===== src/core/ssr_pkg.sv =====
// Constants, register map and carrier types for the status and service request unit
// Functional notes
// Enabled STB bits 2,3,4,5,7 raise SRQ
// Each STB bit summarises a subordinate source
// Controller should set all enable bits
// ESE bit 0 is operation complete
// STB bit 5 is event summary
// Serial poll returns the status byte
// Parallel poll drives exactly one line
// PPE AND STB, ORed, optionally inverted
// Individual status readable without parallel poll
// Poll configure stores line and sense
// Query returns register bit pattern value
// STB, ESR 8 bits; SCPI 16 bits
// Value is sum of bit weights
// Error queue push, pop one, empty 0
// Events cleared by CLS and PSC power-on
// Preset clears SCPI enables, others ones
// Preset sets PTR ones, clears NTR
// Device clear flushes buffers, keeps status
// Only reset changes functional settings
// Armed output buffer cleared after terminator
// Bit 15 of SCPI registers is zero
// SRQ withdrawn when no enabled summary
// SRE, ESE, PPE cleared only by PSC power-on
package ssr_pkg;
    localparam logic [7:0] A_CTRL = 8'h00;
    localparam logic [7:0] A_CFG  = 8'h04;
    localparam logic [7:0] A_STB  = 8'h08;
    localparam logic [7:0] A_ESR  = 8'h0C;
    localparam logic [7:0] A_ESE  = 8'h10;
    localparam logic [7:0] A_SRE  = 8'h14;
    localparam logic [7:0] A_PPE  = 8'h18;
    localparam logic [7:0] A_PPC  = 8'h1C;
    localparam logic [7:0] A_IST  = 8'h20;
    localparam logic [7:0] A_QUES = 8'h24;
    localparam logic [7:0] A_OPER = 8'h38;
    localparam logic [7:0] A_ERRQ = 8'h4C;
    localparam logic [7:0] A_SET  = 8'h50;
    localparam logic [7:0] A_ECNT = 8'h54;
    // Offsets inside one SCPI register group
    localparam logic [7:0] R_COND = 8'h00;
    localparam logic [7:0] R_EVT  = 8'h04;
    localparam logic [7:0] R_ENA  = 8'h08;
    localparam logic [7:0] R_PTR  = 8'h0C;
    localparam logic [7:0] R_NTR  = 8'h10;
    // Command bits of the control register
    localparam int C_CLS  = 0;
    localparam int C_SPRE = 1;
    localparam int C_RST  = 2;
    localparam int C_DCL  = 3;
    localparam int C_PMT  = 4;
    localparam int C_PON  = 5;
    // Status byte and event status bit positions, then masks and reset values
    localparam int B_ERR  = 2;
    localparam int B_QUES = 3;
    localparam int B_MAV  = 4;
    localparam int B_ESB  = 5;
    localparam int B_MSS  = 6;
    localparam int B_OPER = 7;
    localparam int E_OPC  = 0;
    localparam logic [15:0] SCPI_MASK = 16'h7FFF;
    localparam logic [15:0] PTR_RST   = 16'h7FFF;
    localparam logic [15:0] SET_RST   = 16'h0000;
    localparam logic [7:0]  SRE_MASK  = 8'hBF;
    localparam logic [2:0]  ERRQ_DEPTH = 3'h7;
    localparam logic        PSC_RST   = 1'b1;

    typedef struct packed {
        logic        opc;
        logic [7:0]  esr_set;
        logic        err_push;
        logic [15:0] err_code;
        logic        obuf_load;
        logic        obuf_drain;
    } ssr_evt_s;

    typedef struct packed {
        logic [7:0] dout;
        logic [7:0] oe;
    } ssr_pp_s;
endpackage


===== src/core/ssr_unit.sv =====
// Status byte, service request, polls, error queue and reset matrix behind APB
//
// Register access over APB and the register offsets were left to the implementer.
`timescale 1ns/1ps
`default_nettype none
module ssr_unit (
    input  wire logic             pclk,
    input  wire logic             presetn,
    input  wire logic             psel,
    input  wire logic             penable,
    input  wire logic             pwrite,
    input  wire logic [7:0]       paddr,
    input  wire logic [31:0]      pwdata,
    output logic [31:0]           prdata,
    output logic                  pready,
    output logic                  pslverr,
    input  wire ssr_pkg::ssr_evt_s evt,
    input  wire logic [15:0]      ques_cond_in,
    input  wire logic [15:0]      oper_cond_in,
    input  wire logic             spoll_req,
    input  wire logic             ppoll_req,
    output logic                  srq,
    output logic                  spoll_valid,
    output logic [7:0]            spoll_byte,
    output ssr_pkg::ssr_pp_s      pp,
    output logic                  obuf_clear,
    output logic                  cmd_flush,
    output logic [15:0]           settings
);

    function automatic logic hit(input logic [7:0] a, input logic [7:0] off);
        return a == off;
    endfunction

    logic        setup;
    logic        wr;
    logic        rd;
    logic [5:0]  cmd;
    logic        por_pend;
    logic        psc;
    logic        power_on;
    logic        psc_clr;
    logic        cls_all;
    logic        preset;
    logic        dev_clr;
    logic [7:0]  esr;
    logic [7:0]  ese;
    logic [7:0]  sre;
    logic [7:0]  ppe;
    logic [2:0]  ppc_line;
    logic        ppc_sense;
    logic        ppc_en;
    logic        mav;
    logic        armed;
    logic        obuf_clr;
    logic [7:0]  stb_low;
    logic [7:0]  stb_full;
    logic        ist;
    logic [15:0] cond_q [2];
    logic [15:0] ev     [2];
    logic [15:0] ena    [2];
    logic [15:0] ptr    [2];
    logic [15:0] ntr    [2];
    logic [1:0]  sum;
    logic [15:0] errq   [8];
    logic [2:0]  wptr;
    logic [2:0]  rptr;
    logic [3:0]  ecnt;
    logic        pop;
    logic        push;
    logic        errq_clr;
    logic [31:0] next_rdata;
    logic        mapped;
    logic [7:0]  esr_rdclr;

    assign setup = psel & ~penable;
    assign wr    = psel & penable & pready & pwrite;
    assign rd    = psel & penable & pready & ~pwrite;
    assign cmd   = (wr && hit(paddr, ssr_pkg::A_CTRL)) ? pwdata[5:0] : 6'h00;

    // Power-on event fires once after reset release, using the stored PSC flag
    always_ff @(posedge pclk or negedge presetn)
    begin
        if (!presetn)
            por_pend <= 1'b1;
        else
            por_pend <= 1'b0;
    end

    assign power_on = por_pend | cmd[ssr_pkg::C_PON];
    assign psc_clr  = power_on & psc;
    assign cls_all  = cmd[ssr_pkg::C_CLS] | psc_clr;
    assign preset   = cmd[ssr_pkg::C_SPRE] | psc_clr;
    assign dev_clr  = cmd[ssr_pkg::C_DCL] | power_on;

    always_ff @(posedge pclk or negedge presetn)
    begin
        if (!presetn)
            psc <= ssr_pkg::PSC_RST;
        else if (wr && hit(paddr, ssr_pkg::A_CFG))
            psc <= pwdata[0];
    end

    // Enable masks survive everything except a PSC power-on
    always_ff @(posedge pclk or negedge presetn)
    begin
        if (!presetn)
        begin
            ese <= 8'h00;
            sre <= 8'h00;
            ppe <= 8'h00;
        end
        else if (psc_clr)
        begin
            ese <= 8'h00;
            sre <= 8'h00;
            ppe <= 8'h00;
        end
        else if (wr)
        begin
            if (hit(paddr, ssr_pkg::A_ESE))
                ese <= pwdata[7:0];
            if (hit(paddr, ssr_pkg::A_SRE))
                sre <= pwdata[7:0] & ssr_pkg::SRE_MASK;
            if (hit(paddr, ssr_pkg::A_PPE))
                ppe <= pwdata[7:0];
        end
    end

    always_ff @(posedge pclk or negedge presetn)
    begin
        if (!presetn)
        begin
            ppc_line  <= 3'h0;
            ppc_sense <= 1'b0;
            ppc_en    <= 1'b0;
        end
        else if (wr && hit(paddr, ssr_pkg::A_PPC))
        begin
            ppc_line  <= pwdata[2:0];
            ppc_sense <= pwdata[3];
            ppc_en    <= pwdata[4];
        end
    end

    // Functional settings: device clear and status commands leave them alone
    always_ff @(posedge pclk or negedge presetn)
    begin
        if (!presetn)
            settings <= ssr_pkg::SET_RST;
        else if (cmd[ssr_pkg::C_RST])
            settings <= ssr_pkg::SET_RST;
        else if (wr && hit(paddr, ssr_pkg::A_SET))
            settings <= pwdata[15:0];
    end

    // Clear-on-read drops only the bits returned, so a later event survives
    assign esr_rdclr = (rd && hit(paddr, ssr_pkg::A_ESR)) ? prdata[7:0] : 8'h00;

    always_ff @(posedge pclk or negedge presetn)
    begin
        if (!presetn)
            esr <= 8'h00;
        else
            esr <= ((cls_all ? 8'h00 : esr & ~esr_rdclr) | evt.esr_set)
                   | {7'h00, evt.opc};
    end

    generate
        for (genvar g = 0; g < 2; g++)
        begin : g_scpi
            localparam logic [7:0] BASE = (g == 0) ? ssr_pkg::A_QUES : ssr_pkg::A_OPER;
            logic [15:0] cin;
            logic [15:0] tset;
            logic [15:0] rdclr;
            assign cin   = ((g == 0) ? ques_cond_in : oper_cond_in) & ssr_pkg::SCPI_MASK;
            assign tset  = ((cin & ~cond_q[g] & ptr[g]) | (~cin & cond_q[g] & ntr[g])) & ssr_pkg::SCPI_MASK;
            assign rdclr = (rd && hit(paddr, BASE + ssr_pkg::R_EVT)) ? prdata[15:0] : 16'h0000;
            assign sum[g] = |(ev[g] & ena[g]);

            always_ff @(posedge pclk or negedge presetn)
            begin
                if (!presetn)
                begin
                    cond_q[g] <= 16'h0000;
                    ev[g]     <= 16'h0000;
                end
                else
                begin
                    cond_q[g] <= cin;
                    ev[g]     <= (cls_all ? 16'h0000 : ev[g] & ~rdclr) | tset;
                end
            end

            always_ff @(posedge pclk or negedge presetn)
            begin
                if (!presetn)
                begin
                    ena[g] <= 16'h0000;
                    ptr[g] <= ssr_pkg::PTR_RST;
                    ntr[g] <= 16'h0000;
                end
                else if (preset)
                begin
                    ena[g] <= 16'h0000;
                    ptr[g] <= ssr_pkg::PTR_RST;
                    ntr[g] <= 16'h0000;
                end
                else if (wr)
                begin
                    if (hit(paddr, BASE + ssr_pkg::R_ENA))
                        ena[g] <= pwdata[15:0] & ssr_pkg::SCPI_MASK;
                    if (hit(paddr, BASE + ssr_pkg::R_PTR))
                        ptr[g] <= pwdata[15:0] & ssr_pkg::SCPI_MASK;
                    if (hit(paddr, BASE + ssr_pkg::R_NTR))
                        ntr[g] <= pwdata[15:0] & ssr_pkg::SCPI_MASK;
                end
            end
        end
    endgenerate

    // Error queue: full queue drops new entries rather than old causes
    assign errq_clr = cmd[ssr_pkg::C_CLS] | power_on;
    assign pop  = rd && hit(paddr, ssr_pkg::A_ERRQ) && (ecnt != 4'h0);
    assign push = evt.err_push && ((ecnt <= {1'b0, ssr_pkg::ERRQ_DEPTH}) || pop);

    always_ff @(posedge pclk or negedge presetn)
    begin
        if (!presetn)
        begin
            wptr <= 3'h0;
            rptr <= 3'h0;
            ecnt <= 4'h0;
        end
        else if (errq_clr)
        begin
            wptr <= 3'h0;
            rptr <= 3'h0;
            ecnt <= 4'h0;
        end
        else
        begin
            wptr <= push ? wptr + 3'h1 : wptr;
            rptr <= pop ? rptr + 3'h1 : rptr;
            ecnt <= ecnt + {3'h0, push} - {3'h0, pop};
        end
    end

    always_ff @(posedge pclk)
    begin
        if (push && !errq_clr)
            errq[wptr] <= evt.err_code;
    end

    // Output buffer state and deferred clear after a terminator
    assign obuf_clr = dev_clr | (armed & cmd[ssr_pkg::C_PMT]);

    always_ff @(posedge pclk or negedge presetn)
    begin
        if (!presetn)
            armed <= 1'b0;
        else if (cmd[ssr_pkg::C_RST] | cmd[ssr_pkg::C_SPRE] | cmd[ssr_pkg::C_CLS])
            armed <= 1'b1;
        else if (cmd[ssr_pkg::C_PMT])
            armed <= 1'b0;
    end

    always_ff @(posedge pclk or negedge presetn)
    begin
        if (!presetn)
            mav <= 1'b0;
        else if (evt.obuf_load)
            mav <= 1'b1;
        else if (obuf_clr | evt.obuf_drain)
            mav <= 1'b0;
    end

    always_ff @(posedge pclk or negedge presetn)
    begin
        if (!presetn)
        begin
            obuf_clear <= 1'b0;
            cmd_flush  <= 1'b0;
        end
        else
        begin
            obuf_clear <= obuf_clr;
            cmd_flush  <= dev_clr;
        end
    end

    // Status byte summaries
    assign stb_low = {sum[1], 1'b0, |(esr & ese), mav, sum[0], ecnt != 4'h0, 2'b00};
    assign stb_full = stb_low | {1'b0, |(stb_low & sre), 6'h00};
    assign ist = |(ppe & stb_full);

    always_ff @(posedge pclk or negedge presetn)
    begin
        if (!presetn)
            srq <= 1'b0;
        else
            srq <= |(stb_low & sre);
    end

    always_ff @(posedge pclk or negedge presetn)
    begin
        if (!presetn)
        begin
            spoll_valid <= 1'b0;
            spoll_byte  <= 8'h00;
        end
        else
        begin
            spoll_valid <= spoll_req;
            spoll_byte  <= spoll_req ? stb_full : spoll_byte;
        end
    end

    always_ff @(posedge pclk or negedge presetn)
    begin
        if (!presetn)
            pp <= '0;
        else
        begin
            for (int i = 0; i < 8; i++)
            begin
                pp.oe[i]   <= ppoll_req & ppc_en & (ppc_line == 3'(i));
                pp.dout[i] <= ppoll_req & ppc_en & (ppc_line == 3'(i)) & (ist ^ ppc_sense);
            end
        end
    end

    // Read mux: the binary word is already the weighted decimal value
    always_comb
    begin
        next_rdata = 32'h0000_0000;
        mapped     = 1'b1;
        if (hit(paddr, ssr_pkg::A_CTRL))
            next_rdata = 32'h0000_0000;
        else if (hit(paddr, ssr_pkg::A_CFG))
            next_rdata = {31'h0, psc};
        else if (hit(paddr, ssr_pkg::A_STB))
            next_rdata = {24'h0, stb_full};
        else if (hit(paddr, ssr_pkg::A_ESR))
            next_rdata = {24'h0, esr};
        else if (hit(paddr, ssr_pkg::A_ESE))
            next_rdata = {24'h0, ese};
        else if (hit(paddr, ssr_pkg::A_SRE))
            next_rdata = {24'h0, sre};
        else if (hit(paddr, ssr_pkg::A_PPE))
            next_rdata = {24'h0, ppe};
        else if (hit(paddr, ssr_pkg::A_PPC))
            next_rdata = {27'h0, ppc_en, ppc_sense, ppc_line};
        else if (hit(paddr, ssr_pkg::A_IST))
            next_rdata = {31'h0, ist};
        else if (hit(paddr, ssr_pkg::A_ERRQ))
            next_rdata = (ecnt != 4'h0) ? {16'h0, errq[rptr]} : 32'h0;
        else if (hit(paddr, ssr_pkg::A_SET))
            next_rdata = {16'h0, settings};
        else if (hit(paddr, ssr_pkg::A_ECNT))
            next_rdata = {28'h0, ecnt};
        else
        begin
            mapped = 1'b0;
            for (int g = 0; g < 2; g++)
            begin
                for (int k = 0; k < 5; k++)
                begin
                    if (hit(paddr, ((g == 0) ? ssr_pkg::A_QUES : ssr_pkg::A_OPER) + 8'(4 * k)))
                    begin
                        mapped = 1'b1;
                        unique case (k)
                            0: next_rdata = {16'h0, cond_q[g]};
                            1: next_rdata = {16'h0, ev[g]};
                            2: next_rdata = {16'h0, ena[g]};
                            3: next_rdata = {16'h0, ptr[g]};
                            4: next_rdata = {16'h0, ntr[g]};
                        endcase
                    end
                end
            end
        end
    end

    // Data captured in setup, effects applied at the completing edge
    always_ff @(posedge pclk or negedge presetn)
    begin
        if (!presetn)
        begin
            prdata  <= 32'h0000_0000;
            pready  <= 1'b0;
            pslverr <= 1'b0;
        end
        else
        begin
            prdata  <= setup ? next_rdata : prdata;
            pready  <= setup;
            pslverr <= setup & ~mapped;
        end
    end
endmodule // ssr_unit
`default_nettype wire


===== config.mk =====
export PLATFORM = sky130hd
export DESIGN_NAME = ssr_unit
export DESIGN_NICKNAME = d
export VERILOG_FILES = /design/src/core/ssr_pkg.sv /design/src/core/ssr_unit.sv
export SDC_FILE = /design/constraint.sdc
export NUM_CORES = 1
export LEC_CHECK = 0
export BUFFER_PORTS_ARGS = -buffer_cell sky130_fd_sc_hd__buf_2
export CAP_MARGIN = 10
export CORE_ASPECT_RATIO = 1.5
export CORE_UTILIZATION = 40
export DETAILED_ROUTE_END_ITERATION = 7
export SYNTH_ARGS = -nofsm -noshare
export SYNTH_HDL_FRONTEND = slang
export SYNTH_SLANG_ARGS = --single-unit

===== constraint.sdc =====
create_clock -name pclk -period 5.65 [get_ports pclk]
set_input_delay 1.13 -clock pclk [delete_from_list [all_inputs] [get_ports pclk]]
set_output_delay 1.13 -clock pclk [all_outputs]
set_load 0.005 [all_outputs]

Yosys cells after proc, flatten, opt, wreduce, memory -nomap -nowiden --
Memory sizes are Yosys's and may differ from the RTL's. Cells that the tools add are included.
Cells by class: reductions and logical operators 46, add/subtract/negate cells 4, muxes and demuxes 92, order comparisons 1, bitwise logic cells 68, equality and inequality tests 28
Operators by type and width (count):
- $mux 32 | 21
- $mux 16 | 25
- $and 15x15->15 | 8
- $mux 8 | 11
- $and 16x16->16 | 4
- $eq 8x6->1 const B | 8
- $not 15->15 | 4
- $eq 8x7->1 const B | 6
- $and 8x8->8 | 4
- $eq 8x5->1 const B | 4
- $not 16->16 | 2
- $or 16x15->16 | 2
- $reduce_bool 2->1 | 16
- $reduce_or 16->1 | 2
- $or 15x15->15 | 2
- $mux 1 | 28
- $and 1x1->1 | 25
- $reduce_or 8->1 | 3
- $reduce_and 2->1 | 9
- $eq 8x4->1 const B | 2
- $mux 15 | 1
- $eq 3x3->1 const B | 4
- $mux 3 | 4
- $logic_and 1x1->1 | 11
- 21 further kinds | 33
Storage, ports and cells: RAM bits 128, output and inout bits 78, bits in registers 287, memories kept 1
Memories:
- errq | words 8, bits a word 16, rd ports 1, clocked after memory_dff 0, wr ports 1, RTL line ssr_unit.sv:65 | logic [15:0] errq [8];

Depth between registers and ports, before layout --
Gate-level depths: netlist of run 1.
word-level depth 25, gate-level depth with buffers 12, gate-level depth less buffers 12

Least setup slack after synthesis of run 1 --
No wires, ideal clock.
path kind input port to flip-flop, from in paddr[5], to mem errq[1][0] (enable), slack 1293 ps, arrival 3948 ps, required time 5241 ps, cell stages on the path 7, buffers on the path 1, cells stage by stage or4b_1 > buf_2 > or3_4 > nor2_8 > o21ai_2 > or3_4 > nor3_1
Between the ends: longest elaborated chain between the ends 9, elaborated cells on any way between the ends 14, classes of those cells eq/ne (1); mux (3); bitwise (2); reduce/logical (8)
RTL lines:
- start: declaration | RTL line ssr_unit.sv:12 | input wire logic [7:0] paddr,
- $logic_not 8->1 | RTL line ssr_unit.sv:32 | return a == off;
- $logic_and 1x1->1 | RTL line ssr_unit.sv:79 | assign cmd = (wr && hit(paddr, ssr_pkg::A_CTRL)) ? pwdata[5:0] : 6'h00;
- $mux 6 | RTL line ssr_unit.sv:79
- $or 1x1->1 | RTL line ssr_unit.sv:90 | assign power_on = por_pend | cmd[ssr_pkg::C_PON];
- $or 1x1->1 | RTL line ssr_unit.sv:223 | assign errq_clr = cmd[ssr_pkg::C_CLS] | power_on;
- $logic_not 1->1 | RTL line ssr_unit.sv:251 | if (push && !errq_clr)
- $logic_and 1x1->1 * | RTL line ssr_unit.sv:251
- $mux 1 * | RTL line ssr_unit.sv:251
- $mux 1 (not written as such) * | RTL line ssr_unit.sv:252 | errq[wptr] <= evt.err_code;
- end: declaration | RTL line ssr_unit.sv:65
Every way passes the cells marked *; elsewhere a longest branch is shown, timed or not.

Final worst setup path of run 1 --
from in pwrite, to reg ena[1] (netlist bit)
Between the ends: longest elaborated chain between the ends 8, elaborated cells on any way between the ends 10, classes of those cells mux (2); bitwise (4); reduce/logical (4)
RTL lines:
- start: declaration | RTL line ssr_unit.sv:11 | input wire logic pwrite,
- $and 1x1->1 * | RTL line ssr_unit.sv:77 | assign wr = psel & penable & pready & pwrite;
- $logic_and 1x1->1 | RTL line ssr_unit.sv:79
- $mux 6 | RTL line ssr_unit.sv:79
- $or 1x1->1 | RTL line ssr_unit.sv:90
- $and 1x1->1 | RTL line ssr_unit.sv:91 | assign psc_clr = power_on & psc;
- $or 1x1->1 | RTL line ssr_unit.sv:93 | assign preset = cmd[ssr_pkg::C_SPRE] | psc_clr;
- $reduce_bool 2->1 (no line)
- $reduce_and 2->1 (no line)
- end signal: indexed assignment | RTL line ssr_unit.sv:212 | ena[g] <= pwdata[15:0] & ssr_pkg::SCPI_MASK;
- end: declaration | RTL line ssr_unit.sv:61 | logic [15:0] ena [2];
Marked as above. A chain may end at the register's enable or synchronous reset.

==> run_results.csv, run 1 <==
group,metric,value,unit
yosys,yosysMostFrequentCell,"nand2_1",
routing,finalWirelength,61500,um
yosys,syn_area_per_cell,11.3,um^2
placement,place_area,0.0193,mm^2
power_and_ir_drop,power_density,299,mW/mm^2
finish,stdcell_area,0.0206,mm^2
sta,fmaxAchievable,270,MHz
worst_setup_path,max_stage_delay,950,ps
clocking,numCtsBuffers,38,
grt,gr-total-overflow,0,
yosys,yosys_warnings,0,
power_and_ir_drop,power.leakage,8.19,nW
floorplanning,coreArea,0.0439,mm^2
floorplanning,die_height,260,um
clocking,clk_latency,570,ps
floorplanning,die_area,0.0454,mm^2
finish,diodes,0,
sta,finalMaxSlewViolations,0,
routing,via_per_inst,5.98,
yosys,synth-seq-cells,390,
worst_setup_path,critPathMaxFanout,29,
finish,layout-drive-gt1-share,21.8,%
routing,wl_per_cell,26.4,um
power_and_ir_drop,ir_drop,0.271,mV
routing,ant_nets,0,
finish,area_growth,15.7,%
finish,stdcell_count,2326,
yosys,synth_top_cell_area_share,32.3,%
yosys,synth_largest_area_cell,"dfrtp_1",
grt,grt_use_total,27.3,%
grt,grt_pass1_vias,13800,
routing,drtIter0Drc,1394,
floorplanning,boundaryPins,185,
run,cap_violations,0,
sta,worst_pin_slew,1180,ps
clocking,cts_hold_buffers,0,
routing,vias,13900,
placement,dpl.hpwl,44700,um
status,status,"completed",
routing,drc_errors,0,
finish,utilization,47.0,%
grt,grt_max_degree,111,
finish,final_nets,1835,
worst_setup_path,critPathKind,"input port to flip-flop",
worst_setup_path,required,6100,ps
sta,tns,0,ps
clocking,cts.sinks,390,
placement,port_buffers,148,
placement,post-place-ws,1420,ps
sta,period_needed,3710,ps
sta,clock-skew-final,24.6,ps
routing,drt_pass1_iterations,6,
worst_setup_path,crit_arrival,4160,ps
worst_setup_path,reg2reg_setup_slack,2210,ps
yosys,ys_seq_area_share,58.6,%
placement,dp.cells,2255,
yosys,synthTopCellsByCount,"nand2_1, dfrtp_1, edfxtp_1",
floorplanning,rows,94,
yosys,syn_inst,1574,
sta,rsz0062_at_grt,"no",
yosys,yosys_most_used_dff,"dfrtp_1",
sta,worst_slack,1940,ps
yosys,syn_area,0.0178,mm^2
hold_path,hold_path_class,"flip-flop to flip-flop",
clocking,postCtsSetupBuffers,0,
worst_setup_path,slowest_stage,"a2bb2oi_1",
worst_setup_path,cp-end-kind,"flip-flop",
placement,gp_congestion,0.975,
floorplanning,initial_core_util,40.6,%
grt,grt_pass1_wl,90900,um
sta,finalSetupViolCount,0,
clocking,htree_levels,2,
sta,hold_viol_final,0,
clocking,clkTransAtPathRegs,60,ps
yosys,synth_cell_types,85,
yosys,async_reset_ff_share,67.2,%
grt,antenna_found_initial,2,
sta,relSlewSlack,20.7,%
yosys,synth_edf_count,128,
floorplanning,die_x,174,um
worst_setup_path,cp_cell_sequence,"buf_2, and4_1, and3_1, a2bb2oi_1, o2bb2ai_2, mux2_2",
clocking,cts_resized,0,
clocking,cts_tree,"done",
worst_setup_path,cp-start-kind,"input port",
sta,period_share,65.7,%
clocking,clk_path_buf_depth,3,
clocking,cts-root-buf,"clkbuf_16",
yosys,synth_area_leaders,"dfrtp_1, edfxtp_1, nand2_1",
[cell families after synthesis]
group	Yosys count	share of synthesized area (%)
adder cells (fa/ha/maj)	8	0.604
buffers and inverters	129	3.26
AND/OR/NAND/NOR	551	14.8
flip-flops	390	58.6
XOR/XNOR	6	0.295
multiplexers	96	7.79
AO/OA/AOI/OAI	393	14.6
other	1	0.0211
[worst max-delay path, delay by kind of cell]
family	cells	cell delay, ps
buffers and inverters	1	100
and+or+nand+nor	2	930
muxes	1	420
AOI/OAI and AO/OA	2	1550
[layer usage]
metal  vias up  global-route usage, %  part of all wire, %
li1       6100                      -                    -
met1      7010                   31.9                   37
met2       611                   46.4                   49
met3       198                   3.55                  5.5
met4         2                   19.5                  8.0
met5         -                      0                0.023
[cell usage in the layout (no fill, tap or decap), types with 20 or more instances in the layout]
cell and instances:
buf_4 50, clkbuf_16 38, edfxtp_1 128, nand2_1 251, a21oi_1 53, dfstp_2 32, mux2i_1 43, o21ai_1 28
nor3_1 20, a22oi_1 32, o21ai_0 107, dfrtp_1 229, mux4_2 32, nand3b_1 31, nand3_1 47, o211ai_1 38
nor2_1 114, buf_2 147
[metrics by stage]
| step | total power, mW | hold WS (ps) |
|---|---|---|
| 4_1_cts | 6.20 | 481 |
| 2_1_floorplan | 3.33 | 437 |
| 3_5_place_dp | 3.59 | 466 |
| 3_3_place_gp | 3.58 | 461 |
| 5_1_grt | 6.35 | 498 |
| 6_report | 6.16 | 478 |
[path summary, 6_finish.rpt]
check / from / end / depth (start not counted)
worst max-delay path: pwrite / ena[1]$_DFFE_PN0P_ / 6
worst min-delay path: armed$_DFFE_PN0P_ / armed$_DFFE_PN0P_ / 2
worst max register to register: pready$_DFF_PN0_ / ena[1]$_DFFE_PN0P_ / 5
worst min register to register: armed$_DFFE_PN0P_ / armed$_DFFE_PN0P_ / 2
max in group asynchronous: presetn / pready$_DFF_PN0_ / 2
min in group asynchronous: presetn / cond_q[22]$_DFF_PN0_ / 1
[layout make-up]
class                      count  area [um^2]
clock buffer                  53         1030
clock inverter                17          229
fill                        4057        23300
inverter                      17         63.8
multi-input combinational   1073         6950
sequential                   390        10400
tap                          576          721
timing repair buffer         200         1160
[power breakdown]
part | switching (mW) | total [mW] | internal, mW | leakage, nW
Clock | 1.15 | 2.62 | 1.48 | 0.608
Combinational | 0.318 | 0.476 | 0.158 | 3.10
Sequential | 0.0635 | 3.06 | 3.00 | 4.48
Total | 1.53 | 6.16 | 4.63 | 8.19
[state kept, by name (all words and copies together) (netlist names), 16 cells and up]
register / count
prdata: 16
ntr: 30
ptr: 30
pp: 16
errq: 128
ev: 32
ena: 30
cond_q: 30
settings: 16
Power figures use the tool's default switching activity.
==> run 2: changes to the inputs <==
==> constraint.sdc (replaced) <==
create_clock -name pclk -period 3.6 [get_ports pclk]
set_input_delay 0.72 -clock pclk [delete_from_list [all_inputs] [get_ports pclk]]
set_output_delay 0.72 -clock pclk [all_outputs]
set_load 0.005 [all_outputs]
==> run_results.csv, run 2 (synthesis gave the netlist of run 1 again) <==
group,metric,value,unit
placement,place_area,0.0199,mm^2
worst_setup_path,reg2reg_setup_slack,400,ps
routing,drc_errors,0,
worst_setup_path,cp_cell_sequence,"buf_2, or4b_1, or3_4, nor2_8, o21ai_2, or3_4, nor3_2, buf_12",
worst_setup_path,max_stage_delay,810,ps
power_and_ir_drop,intPower,7.36,mW
finish,stdcell_count,2383,
clocking,cts_tree,"done",
power_and_ir_drop,power_density,460,mW/mm^2
power_and_ir_drop,total_power,9.76,mW
floorplanning,die_height,260,um
worst_setup_path,path_common_cell,"or3_4",
power_and_ir_drop,swShare,24.6,%
sta,period_needed,3230,ps
finish,largest_registers,"errq (128), ev (32)",
sta,worst_pin_slew,1140,ps
routing,drtIter0Drc,1168,
worst_setup_path,slowest_stage,"nor3_2",
sta,period_share,89.6,%
grt,gr-total-overflow,0,
worst_setup_path,crit_family,"simple AND/OR/NAND/NOR gates",
grt,grt_use_total,28.0,%
sta,hold_viol_final,0,
routing,ant_nets,0,
worst_setup_path,reg2reg_from,"ecnt[2]$_DFF_PN0_",
finish,largest_register_ffs,128,
clocking,clk_path_buf_depth,3,
power_and_ir_drop,power.leakage,8.54,nW
finish,diodes,0,
worst_setup_path,r2r_end,"errq[0][14]$_DFFE_PP_",
power_and_ir_drop,seq_power_share,49.3,%
sta,fmaxAchievable,310,MHz
finish,final_cell_mix,"nand2_1, dfrtp_1, buf_2, edfxtp_1, nor2_1",
placement,dp.cells,2312,
power_and_ir_drop,p_clk_share,42.7,%
grt,grt_pass1_wl,92700,um
clocking,htree_levels,2,
routing,drt_pass1_iterations,7,
clocking,numCtsBuffers,39,
clocking,postCtsSetupBuffers,0,
worst_setup_path,crit_arrival,3490,ps
clocking,cts.sinks,390,
power_and_ir_drop,comb_power_share,8.0,%
power_and_ir_drop,p_switching,2.40,mW
routing,vias,14100,
worst_setup_path,path_buf_inv,2,
sta,finalMaxSlewViolations,0,
routing,finalWirelength,63100,um
finish,stdcell_area,0.0212,mm^2
sta,worst_slack,374,ps
finish,layout_commonest_cell,"nand2_1",
grt,antenna_found_initial,1,
worst_setup_path,rr_worst_depth,9,
floorplanning,die_x,174,um
clocking,cts_hold_buffers,0,
worst_setup_path,cp-end-kind,"flip-flop",
sta,finalSetupViolCount,0,
run,cap_violations,0,
placement,post-place-ws,-205,ps
status,status,"completed",
sta,relSlewSlack,24.1,%
finish,layout-drive-gt1-share,24.6,%
worst_setup_path,cp-start-kind,"input port",
finish,area_growth,19.1,%
sta,clock-skew-final,15.8,ps
routing,via_per_inst,5.93,
floorplanning,boundaryPins,185,
finish,top_register,"errq",
power_and_ir_drop,ir_drop,0.421,mV
worst_setup_path,critPathKind,"input port to flip-flop",
grt,grt_max_degree,87,
routing,wl_per_cell,26.5,um
floorplanning,die_area,0.0454,mm^2
floorplanning,initial_core_util,40.6,%
placement,dpl.hpwl,47300,um
floorplanning,rows,94,
placement,gp_congestion,0.989,
finish,utilization,48.4,%
finish,final_nets,1892,
worst_setup_path,required,3870,ps
clocking,cts-root-buf,"clkbuf_16",
hold_path,hold_path_class,"input port to async pin",
placement,port_buffers,148,
grt,grt_pass1_vias,14200,
worst_setup_path,critPathMaxFanout,9,
clocking,clkTransAtPathRegs,60,ps
clocking,clk_latency,560,ps
clocking,cts_resized,0,
floorplanning,coreArea,0.0439,mm^2
sta,rsz0062_at_grt,"no",
==> run 2: cell types whose count changed in the layout (fill, tap and decap cells not counted), sizes merged <==
cell / previous run / this run
clkinv: 10 / 13
inv: 18 / 17
clkinvlp: 2 / 4
bufinv: 4 / 2
clkbuf: 53 / 52
buf: 200 / 256
==> run 2: layout make-up <==
type	instances	area [um^2]
Sequential cell	390	10400
Clock buffer	52	1130
Fill cell	3974	22700
Timing Repair Buffer	256	1720
Tap cell	576	721
Inverter	17	63.8
Clock inverter	19	194
Multi-Input combinational cell	1073	6950
==> run 2: worst max path at each step <==
stage | start | endpoint | slack, ps | depth (start not counted)
final | paddr[5] | errq[0][14]$_DFFE_PP_ | 370 | 8
after global routing | ecnt[2]$_DFF_PN0_ | errq[0][11]$_DFFE_PP_ | 230 | 9
after CTS | ecnt[2]$_DFF_PN0_ | errq[0][14]$_DFFE_PP_ | 350 | 9
after detailed placement | paddr[5] | errq[0][13]$_DFFE_PP_ | -210 | 8
after global placement | paddr[5] | errq[1][11]$_DFFE_PP_ | -220 | 8
after floorplan | paddr[5] | errq[7][0]$_DFFE_PP_ | 90 | 7
==> run 2: per-layer routing <==
layer | track usage [%] | part of all wire (%)
met4 | 17.8 | 6.6
met2 | 48.3 | 50
met3 | 4.28 | 6.0
met1 | 32.5 | 37
met5 | 0 | 0.021
==> run 2: power groups by stage <==
stage	clock [mW]	sequential, mW	combinational [mW]
final	4.17	4.81	0.786
after global routing	4.40	4.82	0.848
after CTS	4.24	4.81	0.787
after detailed placement	0	4.89	0.785
after global placement	0	4.89	0.773
after floorplan	0	4.85	0.379
==> run 2: through the flow <==
| stage | hold slack, ps | TNS [ps] |
|---|---|---|
| final | 172 | 0 |
| after global routing | 211 | 0 |
| after CTS | 184 | 0 |
| after detailed placement | 459 | -3630 |
| after global placement | 457 | -4670 |
| after floorplan | 424 | 0 |
